## src/inc/latch_loader_pkg.sv

```systemverilog
`default_nettype none
package latch_loader_pkg;
   localparam int WORD_BITS = 24;
   localparam int BYTE_BITS = 8;
   localparam int BYTES_PER_WORD = 3;
   localparam logic [1:0] SEL_REF = 2'h0;
   localparam logic [1:0] SEL_FB = 2'h1;
   localparam logic [1:0] SEL_FUNC = 2'h2;
   localparam logic [1:0] SEL_INIT = 2'h3;
   localparam int SEL_LSB = 0;
   localparam int SEL_MSB = 1;
   // Function word bits, layout of this block
   localparam int FUNC_CNT_RST_BIT = 2;
   localparam int FUNC_PD1_BIT = 3;
   localparam int FUNC_MUX_LSB = 4;
   localparam int FUNC_MUX_MSB = 6;
   localparam int FUNC_CP_TRI_BIT = 11;
   localparam logic [2:0] MUX_LOCK = 3'h1;
   localparam logic [WORD_BITS-1:0] LATCH_RESET = 24'h000000;
   localparam int SYS_CLK_MHZ = 50;
   localparam int SCLK_MAX_MHZ = 20;
   // Host makes the serial clock by a divider; half period in system clocks
   localparam int SCLK_MIN_PERIOD_CYC = (SYS_CLK_MHZ + SCLK_MAX_MHZ - 1) / SCLK_MAX_MHZ;
   localparam int SCLK_HALF_CYC = 2 * ((SCLK_MIN_PERIOD_CYC + 1) / 2);
   localparam int HALF_W = 4;
   // Link pin positions in the device synchroniser bank
   localparam int PIN_SCLK = 0;
   localparam int PIN_DATA = 1;
   localparam int PIN_STROBE = 2;
   localparam int PIN_COUNT = 3;
   // Idle pin levels: strobe high, clock and data low
   localparam logic [PIN_COUNT-1:0] PIN_IDLE = 3'h4;
endpackage
`default_nettype wire

```

## src/inc/latch_link_if.sv

```systemverilog
`timescale 1ns/1ps
`default_nettype none
interface latch_link_if;
   logic sclk;
   logic sdata;
   logic load_strobe;
   logic power_down_b;
   logic multiplexed_status_out;
   modport device (input sclk, input sdata, input load_strobe, input power_down_b,
      output multiplexed_status_out);
   modport host (output sclk, output sdata, output load_strobe, output power_down_b,
      input multiplexed_status_out);
endinterface
`default_nettype wire

```

## src/core/latch_loader_device.sv

```systemverilog
`timescale 1ns/1ps
`default_nettype none
// Summary of operation
// - shift data in on each serial rising edge
// - strobe rise moves last 24 bits
// - host serial clock at most 20 MHz
// - host sends one 24-bit word, three bytes
// - host lowers strobe before first bit
// - host raises strobe after last byte
// - host uses phase zero, data set before rise
// - host writes init, function, ref, feedback
// - divider value one is accepted
// - power-down input from host output
// - lock status on multiplexed output, polled
// - low two bits select target latch
// - power-down immediate, latches kept
// - init load sets function, pulses reset
module latch_loader_device (
   input wire logic clk_sys,
   input wire logic rst_b,
   latch_link_if.device link,
   input wire logic lock_in,
   output logic [latch_loader_pkg::WORD_BITS-1:0] ref_div_q,
   output logic [latch_loader_pkg::WORD_BITS-1:0] fb_div_q,
   output logic [latch_loader_pkg::WORD_BITS-1:0] func_q,
   output logic counter_reset_pulse,
   output logic cp_tristate,
   output logic powered_down
);
   import latch_loader_pkg::*;

   // Link pins, raw and after two flops
   logic [PIN_COUNT-1:0] pin_raw;
   logic [PIN_COUNT-1:0] pin_sync;
   logic sclk_prev_q;
   logic strobe_prev_q;
   logic sclk_rise;
   logic strobe_rise;
   logic data_bit;

   // Input shift register and latch decode
   logic [WORD_BITS-1:0] shift_q;
   logic [1:0] sel_bits;
   logic load_ref;
   logic load_fb;
   logic load_func;
   logic load_init;

   // Internal reset and pump control
   logic init_pulse_q;
   logic arm_fb_q;
   logic fb_pulse_q;
   logic count_hold;
   logic pump_off;

   // Status output select
   logic [2:0] mux_sel;
   logic status_out;

   assign pin_raw[PIN_SCLK] = link.sclk;
   assign pin_raw[PIN_DATA] = link.sdata;
   assign pin_raw[PIN_STROBE] = link.load_strobe;

   // Two flops per clock, data and strobe pin before any logic reads it; power_down_b is not in the bank
   genvar gi;
   generate
      for (gi = 0; gi < PIN_COUNT; gi++) begin : g_pin_sync
         logic meta_q;
         logic sync_q;
         always_ff @(posedge clk_sys or negedge rst_b) begin
            if (!rst_b) begin
               meta_q <= PIN_IDLE[gi];
               sync_q <= PIN_IDLE[gi];
            end else begin
               meta_q <= pin_raw[gi];
               sync_q <= meta_q;
            end
         end
         assign pin_sync[gi] = sync_q;
      end
   endgenerate

   // Edge history resets to the idle level: no false edge after reset
   always_ff @(posedge clk_sys or negedge rst_b) begin
      if (!rst_b) begin
         sclk_prev_q <= PIN_IDLE[PIN_SCLK];
      end else begin
         sclk_prev_q <= pin_sync[PIN_SCLK];
      end
   end

   always_ff @(posedge clk_sys or negedge rst_b) begin
      if (!rst_b) begin
         strobe_prev_q <= PIN_IDLE[PIN_STROBE];
      end else begin
         strobe_prev_q <= pin_sync[PIN_STROBE];
      end
   end

   assign sclk_rise = pin_sync[PIN_SCLK] & ~sclk_prev_q;
   assign strobe_rise = pin_sync[PIN_STROBE] & ~strobe_prev_q;
   assign data_bit = pin_sync[PIN_DATA];

   // MSB first: new bit enters at the bottom
   always_ff @(posedge clk_sys or negedge rst_b) begin
      if (!rst_b) begin
         shift_q <= LATCH_RESET;
      end else if (sclk_rise) begin
         shift_q <= {shift_q[WORD_BITS-2:0], data_bit};
      end
   end

   assign sel_bits = shift_q[SEL_MSB:SEL_LSB];

   // One load enable per latch, on the strobe rise
   always_comb begin
      load_ref = 1'b0;
      load_fb = 1'b0;
      load_func = 1'b0;
      load_init = 1'b0;
      if (strobe_rise) begin
         if (sel_bits == SEL_REF) begin
            load_ref = 1'b1;
         end else if (sel_bits == SEL_FB) begin
            load_fb = 1'b1;
         end else if (sel_bits == SEL_FUNC) begin
            load_func = 1'b1;
         end else begin
            load_init = 1'b1;
         end
      end
   end

   // Latches load even when powered down, so contents survive
   always_ff @(posedge clk_sys or negedge rst_b) begin
      if (!rst_b) begin
         ref_div_q <= LATCH_RESET;
      end else if (load_ref) begin
         ref_div_q <= shift_q;
      end
   end

   always_ff @(posedge clk_sys or negedge rst_b) begin
      if (!rst_b) begin
         fb_div_q <= LATCH_RESET;
      end else if (load_fb) begin
         fb_div_q <= shift_q;
      end
   end

   // Init word carries the function settings as well
   always_ff @(posedge clk_sys or negedge rst_b) begin
      if (!rst_b) begin
         func_q <= LATCH_RESET;
      end else if (load_func || load_init) begin
         func_q <= shift_q;
      end
   end

   // Init load pulses the internal counter reset
   always_ff @(posedge clk_sys or negedge rst_b) begin
      if (!rst_b) begin
         init_pulse_q <= 1'b0;
      end else begin
         init_pulse_q <= load_init;
      end
   end

   // Init arms one more pulse for the next feedback load
   always_ff @(posedge clk_sys or negedge rst_b) begin
      if (!rst_b) begin
         arm_fb_q <= 1'b0;
      end else if (load_init) begin
         arm_fb_q <= 1'b1;
      end else if (load_fb) begin
         arm_fb_q <= 1'b0;
      end
   end

   always_ff @(posedge clk_sys or negedge rst_b) begin
      if (!rst_b) begin
         fb_pulse_q <= 1'b0;
      end else begin
         fb_pulse_q <= load_fb && arm_fb_q;
      end
   end

   assign count_hold = func_q[FUNC_CNT_RST_BIT];
   assign counter_reset_pulse = init_pulse_q | fb_pulse_q | count_hold;

   // Power-down acts straight off the pin, no clock involved
   assign powered_down = ~link.power_down_b;

   // Pump stays off from the init load until the first feedback load
   always_comb begin
      pump_off = powered_down | counter_reset_pulse;
      if (func_q[FUNC_CP_TRI_BIT] || arm_fb_q) begin
         pump_off = 1'b1;
      end
   end
   assign cp_tristate = pump_off;

   assign mux_sel = func_q[FUNC_MUX_MSB:FUNC_MUX_LSB];

   always_comb begin
      status_out = 1'b0;
      if (mux_sel == MUX_LOCK) begin
         status_out = lock_in;
      end
   end
   assign link.multiplexed_status_out = status_out;
endmodule
`default_nettype wire

```

## src/flat_wrapper.sv

```systemverilog
// flat-port wrapper written by rule: the top's interface ports become plain ports
module latch_loader_device_flat import latch_loader_pkg::*;
  (clk_sys, rst_b, lock_in, ref_div_q, fb_div_q, func_q, counter_reset_pulse, cp_tristate, powered_down, link_sclk, link_sdata, link_load_strobe, link_power_down_b, link_multiplexed_status_out);
  latch_link_if link_i ();
  input wire logic clk_sys;
  input wire logic rst_b;
  input wire logic lock_in;
  output logic [latch_loader_pkg::WORD_BITS-1:0] ref_div_q;
  output logic [latch_loader_pkg::WORD_BITS-1:0] fb_div_q;
  output logic [latch_loader_pkg::WORD_BITS-1:0] func_q;
  output logic counter_reset_pulse;
  output logic cp_tristate;
  output logic powered_down;
  input wire logic [$bits(link_i.sclk)-1:0] link_sclk;
  input wire logic [$bits(link_i.sdata)-1:0] link_sdata;
  input wire logic [$bits(link_i.load_strobe)-1:0] link_load_strobe;
  input wire logic [$bits(link_i.power_down_b)-1:0] link_power_down_b;
  output wire logic [$bits(link_i.multiplexed_status_out)-1:0] link_multiplexed_status_out;
  assign link_i.sclk = link_sclk;
  assign link_i.sdata = link_sdata;
  assign link_i.load_strobe = link_load_strobe;
  assign link_i.power_down_b = link_power_down_b;
  assign link_multiplexed_status_out = link_i.multiplexed_status_out;
  latch_loader_device u_core (.clk_sys(clk_sys), .rst_b(rst_b), .link(link_i), .lock_in(lock_in), .ref_div_q(ref_div_q), .fb_div_q(fb_div_q), .func_q(func_q), .counter_reset_pulse(counter_reset_pulse), .cp_tristate(cp_tristate), .powered_down(powered_down));
endmodule
```

## config.mk

```make
export PLATFORM = sky130hd
export DESIGN_NAME = latch_loader_device_flat
export DESIGN_NICKNAME = d
export VERILOG_FILES = /design/src/inc/latch_loader_pkg.sv /design/src/inc/latch_link_if.sv /design/src/core/latch_loader_device.sv /design/src/flat_wrapper.sv
export SDC_FILE = /design/constraint.sdc
export NUM_CORES = 1
export LEC_CHECK = 0
export BUFFER_PORTS_ARGS = -buffer_cell sky130_fd_sc_hd__buf_2
export CORE_ASPECT_RATIO = 1.75
export CORE_MARGIN = 8
export CORE_UTILIZATION = 55
export CTS_BUF_LIST = sky130_fd_sc_hd__clkbuf_8
export DETAILED_ROUTE_END_ITERATION = 6
export MAX_ROUTING_LAYER = met4
export PLACE_DENSITY = 0.8
export REMOVE_ABC_BUFFERS = 1
export SYNTH_ARGS = -nofsm -noshare
export SYNTH_HDL_FRONTEND = slang
export SYNTH_SLANG_ARGS = --single-unit
```

## constraint.sdc

```tcl
create_clock -name clk_sys -period 2.33 [get_ports clk_sys]
set_clock_uncertainty 0.2 [all_clocks]
set_input_delay 0.233 -clock clk_sys [delete_from_list [all_inputs] [get_ports clk_sys]]
set_output_delay 0.233 -clock clk_sys [all_outputs]
set_load 0.05 [all_outputs]
```

### Word level (Yosys, flattened, before mapping)

Index checks and enable logic that the tools add are counted.

* bits in registers: 107
* bits of input ports: 7
* output and inout bits: 76
* logic and storage cells: 48

* equality and inequality tests: 3
* mux-type cells: 17
* bitwise operators: 8
* reductions and logical operators: 5

Operator list (count)
* 1-bit two-way mux: 17
* 3-bit by 1-bit == test with 1-bit output, second input constant: 1
* 1-bit inverter: 3
* 1-bit bitwise OR: 3
* 1-bit AND: 2
* 2-bit by 1-bit == test with 1-bit output, second input constant: 1
* 2-bit == test, second input constant: 1
* 2-bit zero test: 1
* 1-bit logical OR: 2
* 2-bit nonzero test: 1
* 1-bit logical AND: 1

### Logic depth before layout (Yosys ltp)

Gate-level depths: netlist (run 1).

* depth after elaboration: 6
* mapped depth: 4
* mapped depth without buffers: 2

### Worst setup path before layout (run 1)

OpenSTA, ideal clock, no wires.

* path type: register -> output
* from: reg u_core.func_q[5] in the netlist's numbering
* to: out link_multiplexed_status_out
* data arrival time: 2.168 ns
* required time: 1.897 ns
* slack: -0.271 ns
* cell stages (with the launch flop): 2
* buffers on the path: 0
* cell sequence: dfrtp_1 -> nor4bb_1

* longest elaborated chain between the ends: 2

RTL lines
* from (decl): RTL line latch_loader_device.sv:25 `output logic [latch_loader_pkg::WORD_BITS-1:0] func_q,`
* from (signal assigned): RTL line latch_loader_device.sv:156 `func_q <= shift_q;`
* 3-bit by 1-bit == test with 1-bit output: RTL line latch_loader_device.sv:207 `if (mux_sel == MUX_LOCK) begin`
* 1-bit two-way mux: RTL line latch_loader_device.sv:207
* to (decl): RTL line flat_wrapper.sv:18 `output wire logic [$bits(link_i.multiplexed_status_out)-1:0] link_multiplexed_status_out;`

No other way between the ends.

### Final worst setup path (run 1)

* from: reg u_core.fb_pulse_q
* to: out cp_tristate

* longest elaborated chain between the ends: 4

RTL lines
* from (decl): RTL line latch_loader_device.sv:52 `logic fb_pulse_q;`
* from (signal assigned): RTL line latch_loader_device.sv:184 `fb_pulse_q <= load_fb && arm_fb_q;`
* 1-bit bitwise OR (2 in a row): RTL line latch_loader_device.sv:189 `assign counter_reset_pulse = init_pulse_q | fb_pulse_q | count_hold;`
* 1-bit bitwise OR: RTL line latch_loader_device.sv:196 `pump_off = powered_down | counter_reset_pulse;`
* 1-bit two-way mux: RTL line latch_loader_device.sv:197 `if (func_q[FUNC_CP_TRI_BIT] || arm_fb_q) begin`
* to (decl): RTL line flat_wrapper.sv:12 `output logic cp_tristate;`

No other way between the ends.

==> results.cfg, run 1 <==
[run_status]
status = finished clean

[floorplanning]
std_cell_rows = 41
io_pins = 83
die_h_um = 128
die-area_sq_um = 10200
start_util = 0.555
die_w_um = 79.9
core-area_sq_um = 7080

[critical_path]
worst_ep_arrival_time_ps = 1720
crit_path_top_delay_cell = or4_1
r2r_setup_slack_ps = 500
crit_fanout = 2
crit_type = flip-flop to primary output
r2r_end = u_core.ref_div_q[19]
r2r_start = u_core.g_pin_sync[2].sync_q
critPathTopFamily = simple AND/OR/NAND/NOR gates
crit_path_start_kind = flip-flop
critical_path.max_stage_delay_ps = 390
rr_worst_depth = 3
path_buf_inv = 1
cp.required_ps = 1900
path_cells = or3_1 > or4_1 > buf_2
crit_path_end_kind = primary output

[yosys]
syn_area_sq_um = 3930
synth.top_cells.by_count = 104 x dfrtp_1, 89 x mux2_2, 5 x buf_6, 4 x buf_2, 4 x nor2b_1
ys_async_sr_fraction = 1.00
yosysTopAreaCellShare = 0.662
yosysTopAreaCell = dfrtp_1
synthCells = 226
ys.flop_type = dfrtp_1
synth.distinct_cells = 22
synth_seq_cells = 107
synthTopCellsByArea = dfrtp_1 66%, mux2_2 25%, dfstp_2 2.0%, buf_6 1.4%, nor2b_1 0.64%
synth_edf_count = 0
yosysWarnings = 0
ys_seq_area_frac = 0.682
synth.most_common_cell = dfrtp_1
avgSynthCellArea_sq_um = 17.4

[job]
drv_cap = 0

[pwr]
total_power_mw = 5.94
p_leak_nw = 2.50
ir_drop_mv = 1.18
power.density_nw_per_um2 = 1260

[clock_tree]
clk_pin_slew_worst_paths_ps = 90
clock-root-buffer = clkbuf_8
cts-buffers-inserted = 9
htree_levels = 3
clock-sinks = 107
clk_path_buf_depth = 2
insertion_delay_ps = 360
cts_tree = done

[drt]
vias = 2180
drc = 0
routed_wl_um = 7550
wl_per_cell_um = 18.1
drtIter0Drc = 100
via_per_inst = 5.24
ant_nets = 0
drt_pass1_iterations = 4

[grt]
grt_pass1_vias = 2456
grt_pass1_wl_um = 12500
overflow = 0
antenna_found_initial = 0
grt_usage = 0.164
grt_max_degree = 44

[timing]
fmax_mhz = 465
period_share = 0.922
rsz0062_at_grt = no
finalMaxSlewViolations = 0
hold_viol_final = 0
post-route-min-period_ps = 2150
max-slew-margin-rel = 0.715
setup_violations = 0
tightest_slew_ps = 428

[layout]
drive_gt1_frac = 0.624
fin_area_sq_um = 4730
syn_to_final_growth_pct = 20.2
antenna_cells = 0
nNetsFinal = 332

[place]
portBuffers = 82
dpl-instance-area_sq_um = 4480
routabilityCongestion = 0.765
dp_hpwl_um = 5320

[hold_path]
worstHoldPathType = primary input to asynchronous set/reset pin
==> cell families (layout without fill, tap and decap cells) <==
| group | after synthesis | count (layout) | synth area share |
|---|---|---|---|
| buf+inv | 12 | 116 | 0.0223 |
| simple gates | 15 | 15 | 0.0321 |
| compound gates | 1 | 1 | 0.00223 |
| flops | 107 | 107 | 0.682 |
| mux | 91 | 91 | 0.262 |
==> placed cells by master (no fill, tap or decap), drive strengths merged <==
cell,instances
dlygate4sd3,4
dfrtp,104
nand3b,2
buf,94
nand2b,1
nor2b,4
or4,1
dfstp,3
or3,1
and4bb,1
nor4bb,1
nor2,1
or2,1
mux2,91
clkbuf,9
clkinv,4
and2,1
bufinv,2
o2bb2ai,1
inv,3
nor4b,1
==> final cells by class <==
| class | count | area [sq um] |
|---|---|---|
| Timing Repair Buffer | 98 | 556 |
| Inverter | 2 | 7.51 |
| Multi-Input combinational cell | 107 | 1170 |
| Tap cell | 86 | 108 |
| Fill cell | 515 | 2350 |
| Clock inverter | 7 | 83.8 |
| Clock buffer | 9 | 124 |
| Sequential cell | 107 | 2680 |
==> worst max-delay path by stage <==
| stage | from | end | slack (ps) | cells past startpoint |
|---|---|---|---|---|
| finish | u_core.fb_pulse_q | cp_tristate | 180 | 3 |
| global route | u_core.fb_pulse_q | cp_tristate | 120 | 3 |
| CTS | u_core.fb_pulse_q | cp_tristate | 140 | 3 |
| detailed placement | u_core.g_pin_sync[2].sync_q | u_core.ref_div_q[9] | 510 | 3 |
| global placement | u_core.g_pin_sync[2].sync_q | u_core.ref_div_q[16] | 540 | 3 |
| floorplan | u_core.func_q[5] | link_multiplexed_status_out | -270 | 1 |
==> per-layer routing <==
layer	vias up	routed length, um	track usage
met3	12	386	0.0428
met1	1123	3060	0.187
met4	0	148	0.0733
met5	-	0	-
li1	988	-	-
met2	57	3950	0.263
==> report_power, final <==
part | total (mW) | switching [mW] | internal [mW]
logic | 2.13 | 1.51 | 0.618
clock network | 1.17 | 0.580 | 0.594
registers | 2.64 | 0.339 | 2.30
total | 5.94 | 2.43 | 3.51
==> timing repair <==
item / 4_1_cts / 5_1_grt
resized for setup: 0 / 0
setup buffers: 0 / 0
setup endpoints to repair: 0 / 0
hold endpoints to repair: 75 / 0
hold buffers: 4 / 0
==> worst reg2reg max path, cell delays in order, from the launching register on <==
cell and delay (ps):
dfstp_2 580, nor4b_4 220, buf_4 330, mux2_2 390
==> stage by stage <==
stage          hold WS, ps  setup TNS [ps]  utilization  instances  worst slack [ps]
6_report               154               0        0.668        416               182
5_1_grt                168               0        0.668        416               119
4_1_cts                139               0        0.668        416               144
3_5_place_dp         0.250               0        0.633        396               508
3_3_place_gp         -2.43               0        0.633        396               542
2_1_floorplan         -263            -271            -        216              -271
==> flip-flops by register name, indices dropped and copies added, names as in the netlist <==
register,flops
u_core.fb_div_q,24
u_core.func_q,24
u_core.ref_div_q,24
u_core.shift_q,24
u_core.g_pin_sync.meta_q,3
u_core.g_pin_sync.sync_q,2
u_core.arm_fb_q,1
u_core.data_bit,1
u_core.fb_pulse_q,1
u_core.init_pulse_q,1
u_core.sclk_prev_q,1
u_core.strobe_prev_q,1
(Power assumes the default switching activity.)
==> run 2, diff against run 1 <==
--- a/config.mk
+++ b/config.mk
@@ -5,6 +5,7 @@
 export SDC_FILE = /design/constraint.sdc
 export NUM_CORES = 1
 export LEC_CHECK = 0
+export ABC_AREA = 1
 export BUFFER_PORTS_ARGS = -buffer_cell sky130_fd_sc_hd__buf_2
 export CORE_ASPECT_RATIO = 1.75
 export CORE_MARGIN = 8
==> results.cfg, run 2 <==
[run_status]
status = finished clean

[layout]
nNetsFinal = 524
fin_cells = 610
layout_common_cells = 208 x nand2_1, 104 x dfrtp_1, 81 x buf_2
filler_cell_count = 612
antenna_cells = 0
post-route-util = 0.644
drive_gt1_frac = 0.216
final_common_cell = nand2_1
syn_to_final_growth_pct = 15.4

[pwr]
switching_share = 0.409
power.density_nw_per_um2 = 1010
ir_drop_mv = 0.556
clkPwrFrac = 0.201
p_int_mw = 2.84
p_comb_frac = 0.309
p_sw_mw = 1.96
seqPwrFrac = 0.490
p_leak_nw = 2.87

[yosys]
synth_edf_count = 0
ys_seq_area_frac = 0.648
yosysTopAreaCellShare = 0.629
synthCells = 433
synthTopCellsByArea = dfrtp_1 63%, nand2_1 19%, nand3_1 7.6%, buf_6 2.2%, dfstp_2 1.9%
ys.flop_type = dfrtp_1
syn_area_sq_um = 4140
synth.top_cells.by_count = 208 x nand2_1, 104 x dfrtp_1, 63 x nand3_1, 10 x inv_1
synth_seq_cells = 107
synth.distinct_cells = 17
yosysWarnings = 0
synth.most_common_cell = nand2_1
ys_async_sr_fraction = 1.00
yosysTopAreaCell = dfrtp_1
avgSynthCellArea_sq_um = 9.55

[job]
drv_cap = 0

[timing]
finalMaxSlewViolations = 0
fmax_mhz = 529
tightest_slew_ps = 718
rsz0062_at_grt = no
whs_ps = 156
fin_setup_tns_ps = 0
fin_ws_ps = 441
hold_viol_final = 0
period_share = 0.811
max-slew-margin-rel = 0.521
post-route-min-period_ps = 1890
setup_violations = 0

[critical_path]
worst_ep_arrival_time_ps = 1950
crit_path_start_kind = flip-flop
cp_common_cell = nand2_1
crit_path_end_kind = flip-flop
crit_type = flip-flop to flip-flop
rr_worst_depth = 6
cp.required_ps = 2390
critical_path.max_stage_delay_ps = 550
crit_path_top_delay_cell = dfstp_2
path_cells = inv_1 > nor2_4 > nand2_1 > buf_4 > nand2_1 > nand2_1
r2r_start = u_core.g_pin_sync[2].sync_q
crit_fanout = 16
crit_start = u_core.g_pin_sync[2].sync_q

[place]
dp_hpwl_um = 6550
routabilityCongestion = 0.820
dpl.cell_count = 590
portBuffers = 82
pre_cts_slack_ps = 445

[clock_tree]
postCtsSetupRepairBufs = 0
ctsResizeCount = 0
ctsHoldBuffers = 4
clk_path_buf_depth = 2
insertion_delay_ps = 370
clk_pin_slew_worst_paths_ps = 80
clock-sinks = 107
cts_tree = done
htree_levels = 3
cts-buffers-inserted = 9
clock-root-buffer = clkbuf_8

[floorplanning]
die_w_um = 81.5
io_pins = 83
core-area_sq_um = 7410
start_util = 0.558
std_cell_rows = 42
die-area_sq_um = 10700
die_h_um = 131

[grt]
overflow = 0
grt_max_degree = 59
grt_pass1_wl_um = 15900
grt_pass1_vias = 3255
grt_usage = 0.201
antenna_found_initial = 0

[drt]
wl_per_cell_um = 15.8
drtIter0Drc = 227
ant_nets = 0
via_per_inst = 5.23
routed_wl_um = 9620
vias = 3192
drc = 0
drt_pass1_iterations = 5

[hold_path]
hold_start = u_core.g_pin_sync[0].meta_q
hold_depth = 0
worstHoldPathType = flip-flop to flip-flop
run 2: changes by cell type after synthesis, moves of 4 or more:
cell / previous run / this run
nor2b_1: 4 / 0
mux2_2: 89 / 0
nand2_1: 0 / 208
buf_2: 4 / 8
nand3_1: 0 / 63
inv_1: 2 / 10
buf_4: 0 / 6
nor2_4: 0 / 4
run 2: worst paths after layout:
kind                                                    end  slack, ps
max in group asynchronous                  u_core.func_q[8]        970
min in group asynchronous                u_core.fb_div_q[3]        280
worst min register to register  u_core.g_pin_sync[0].sync_q        160
worst max-delay path                       u_core.func_q[6]        440
worst min-delay path            u_core.g_pin_sync[0].sync_q        160
worst max register to register             u_core.func_q[6]        440
run 2: metal layers:
| layer | vias to the layer above | wire, um | GRT usage |
|---|---|---|---|
| met5 | - | 0 | - |
| met4 | 0 | 234 | 0.0815 |
| met3 | 16 | 711 | 0.0459 |
| met2 | 120 | 4980 | 0.326 |
| met1 | 1529 | 3700 | 0.235 |
| li1 | 1527 | - | - |
run 2: kinds of logic after synthesis:
| family | after synthesis | share of synthesized area |
|---|---|---|
| DFF | 107 | 0.648 |
| and+or+nand+nor | 282 | 0.285 |
| buffers and inverters | 36 | 0.0551 |
| AOI/OAI and AO/OA | 8 | 0.0115 |
run 2: stage by stage:
stage	cell area [sq um]	power, mW
after detailed placement	4570	3.88
after global placement	4570	3.84
after global routing	4770	5.05
after CTS	4770	4.84
after floorplan	3950	3.43
final	4770	4.80
run 2: layout make-up:
class,instances,area (sq um),area share
Timing Repair Buffer,97,548,0.115
Clock inverter,6,22.5,0.00472
Tap cell,88,110,0.0231
Sequential cell,107,2680,0.562
Inverter,12,45.0,0.00944
Clock buffer,10,138,0.0288
Multi-Input combinational cell,290,1230,0.257
run 2: power groups by stage:
stage,combinational (mW),sequential [mW],clock [mW]
3_3_place_gp,1.46,2.38,0
5_1_grt,1.59,2.40,1.06
4_1_cts,1.50,2.35,0.987
3_5_place_dp,1.49,2.39,0
2_1_floorplan,0.357,3.07,0
6_report,1.48,2.35,0.964
run 2: critical path: cells and delay by family (launching register included):
family	cells	cell delay, ps
buffers and inverters	2	380
DFF	1	550
and+or+nand+nor	4	640
==> run 3, diff against run 2 <==
--- a/config.mk
+++ b/config.mk
@@ -9,11 +9,11 @@
 export BUFFER_PORTS_ARGS = -buffer_cell sky130_fd_sc_hd__buf_2
 export CORE_ASPECT_RATIO = 1.75
 export CORE_MARGIN = 8
-export CORE_UTILIZATION = 55
+export CORE_UTILIZATION = 51
 export CTS_BUF_LIST = sky130_fd_sc_hd__clkbuf_8
 export DETAILED_ROUTE_END_ITERATION = 6
 export MAX_ROUTING_LAYER = met4
-export PLACE_DENSITY = 0.8
+export PLACE_DENSITY = 0.78
 export REMOVE_ABC_BUFFERS = 1
 export SYNTH_ARGS = -nofsm -noshare
 export SYNTH_HDL_FRONTEND = slang
==> constraint.sdc (replaced) <==
create_clock -name clk_sys -period 1.6 [get_ports clk_sys]
set_clock_uncertainty 0.2 [all_clocks]
set_input_delay 0.16 -clock clk_sys [delete_from_list [all_inputs] [get_ports clk_sys]]
set_output_delay 0.16 -clock clk_sys [all_outputs]
set_load 0.05 [all_outputs]
==> results.cfg, run 3 (synthesis gave the netlist of run 2 again) <==
[drt]
drtIter0Drc = 270
ant_nets = 0
via_per_inst = 5.25
drc = 0
wl_per_cell_um = 16.0
routed_wl_um = 10000
vias = 3286
drt_pass1_iterations = 5

[timing]
tightest_slew_ps = 334
rsz0062_at_grt = yes
finalMaxSlewViolations = 0
hold_viol_final = 0
period_share = 0.979
max-slew-margin-rel = 0.777
fmax_mhz = 639
setup_violations = 0
fin_ws_ps = 34.4
post-route-min-period_ps = 1570
whs_ps = 111

[critical_path]
worst_ep_arrival_time_ps = 1640
crit_fanout = 12
crit_type = flip-flop to flip-flop
crit_path_end_kind = flip-flop
crit_path_start_kind = flip-flop
cp.required_ps = 1670

[job]
drv_cap = 0

[floorplanning]
core-area_sq_um = 7910
die_h_um = 135
die_w_um = 84.1
start_util = 0.523
io_pins = 83
die-area_sq_um = 11400
std_cell_rows = 43

[layout]
fin_cells = 626
syn_to_final_growth_pct = 21.6
antenna_cells = 0
nNetsFinal = 538
fin_area_sq_um = 5030
final_common_cell = nand2_1
layout_common_cells = 206 x nand2_1, 104 x dfrtp_1, 78 x buf_2
drive_gt1_frac = 0.252

[grt]
antenna_found_initial = 0
grt_max_degree = 56
grt_pass1_vias = 3294
overflow = 0
grt_usage = 0.181
grt_pass1_wl_um = 16100

[clock_tree]
cts-buffers-inserted = 9
clock-sinks = 107
insertion_delay_ps = 380
clk_pin_slew_worst_paths_ps = 90
clock-root-buffer = clkbuf_8
htree_levels = 3
cts_tree = done
clk_path_buf_depth = 2

[hold_path]
worstHoldPathType = primary input to asynchronous set/reset pin

[pwr]
p_comb_frac = 0.311
clkPwrFrac = 0.223
p_leak_nw = 2.98
p_int_mw = 4.44
ir_drop_mv = 0.608
total_power_mw = 7.35
power.density_nw_per_um2 = 1460
seqPwrFrac = 0.466
switching_share = 0.396
p_sw_mw = 2.91

[place]
portBuffers = 82
dpl.cell_count = 600
pre_cts_slack_ps = -21.9
dp_hpwl_um = 6820
routabilityCongestion = 0.813
dpl-instance-area_sq_um = 4670

[run_status]
status = finished clean
## run 3: metrics by stage
stage / TNS (ps) / utilization
final: 0 / 0.636
after global routing: -71.6 / 0.636
after CTS: 0 / 0.623
after detailed placement: -92.9 / 0.591
after global placement: 0 / 0.591
after floorplan: -35170 / -
## run 3: path summary, 6_finish.rpt
path / from / to / slack [ps] / cells after the start
worst max register to register: u_core.g_pin_sync[2].sync_q / u_core.fb_div_q[14] / 30 / 6
worst max-delay path: u_core.g_pin_sync[2].sync_q / u_core.fb_div_q[14] / 30 / 6
worst min register to register: u_core.g_pin_sync[0].meta_q / u_core.g_pin_sync[0].sync_q / 160 / 0
max in group asynchronous: rst_b / u_core.strobe_prev_q / 790 / 3
min in group clk_sys: u_core.g_pin_sync[0].meta_q / u_core.g_pin_sync[0].sync_q / 160 / 0
worst min-delay path: rst_b / u_core.func_q[17] / 110 / 3
## run 3: power by group through the flow
stage	Sequential, mW	Combinational (mW)	Clock, mW
after floorplan	4.47	0.520	0
after global placement	3.45	2.18	0
after detailed placement	3.46	2.22	0
after CTS	3.42	2.25	1.67
after global routing	3.48	2.43	1.79
final	3.42	2.29	1.64
## run 3: area by class of cell
class / instances / area (sq um)
Tap cell: 90 / 113
Sequential cell: 107 / 2680
Timing Repair Buffer: 110 / 727
Inverter: 12 / 45.0
Multi-Input combinational cell: 291 / 1270
Clock buffer: 11 / 151
Clock inverter: 5 / 46.3
Fill cell: 652 / 2880
## run 3: what timing repair did
action                                 in CTS  in global routing
endpoints found under the hold margin     110                  0
hold buffers                                4                  0
gates cloned                                0                  2
pin swaps                                   0                  2
setup endpoints to repair                  26                 32
gates resized for setup                     4                 11
setup buffers                               0                  4
## run 3: metal layers
metal  up-vias  track usage  wire [um]  part of all wire
met5         -            -          0                 0
met4         0       0.0869        268             0.027
met3        18       0.0464        530             0.053
met2       107        0.298       5270              0.53
met1      1608        0.198       3950              0.39
li1       1553            -          -                 -
## run 3: worst max-delay path: stages (launching register included)
cell and delay [ps]:
dfstp_2 560, inv_1 70, nor2_4 210, buf_12 160, nand2_4 120, nand2_1 90
nand2_1 50
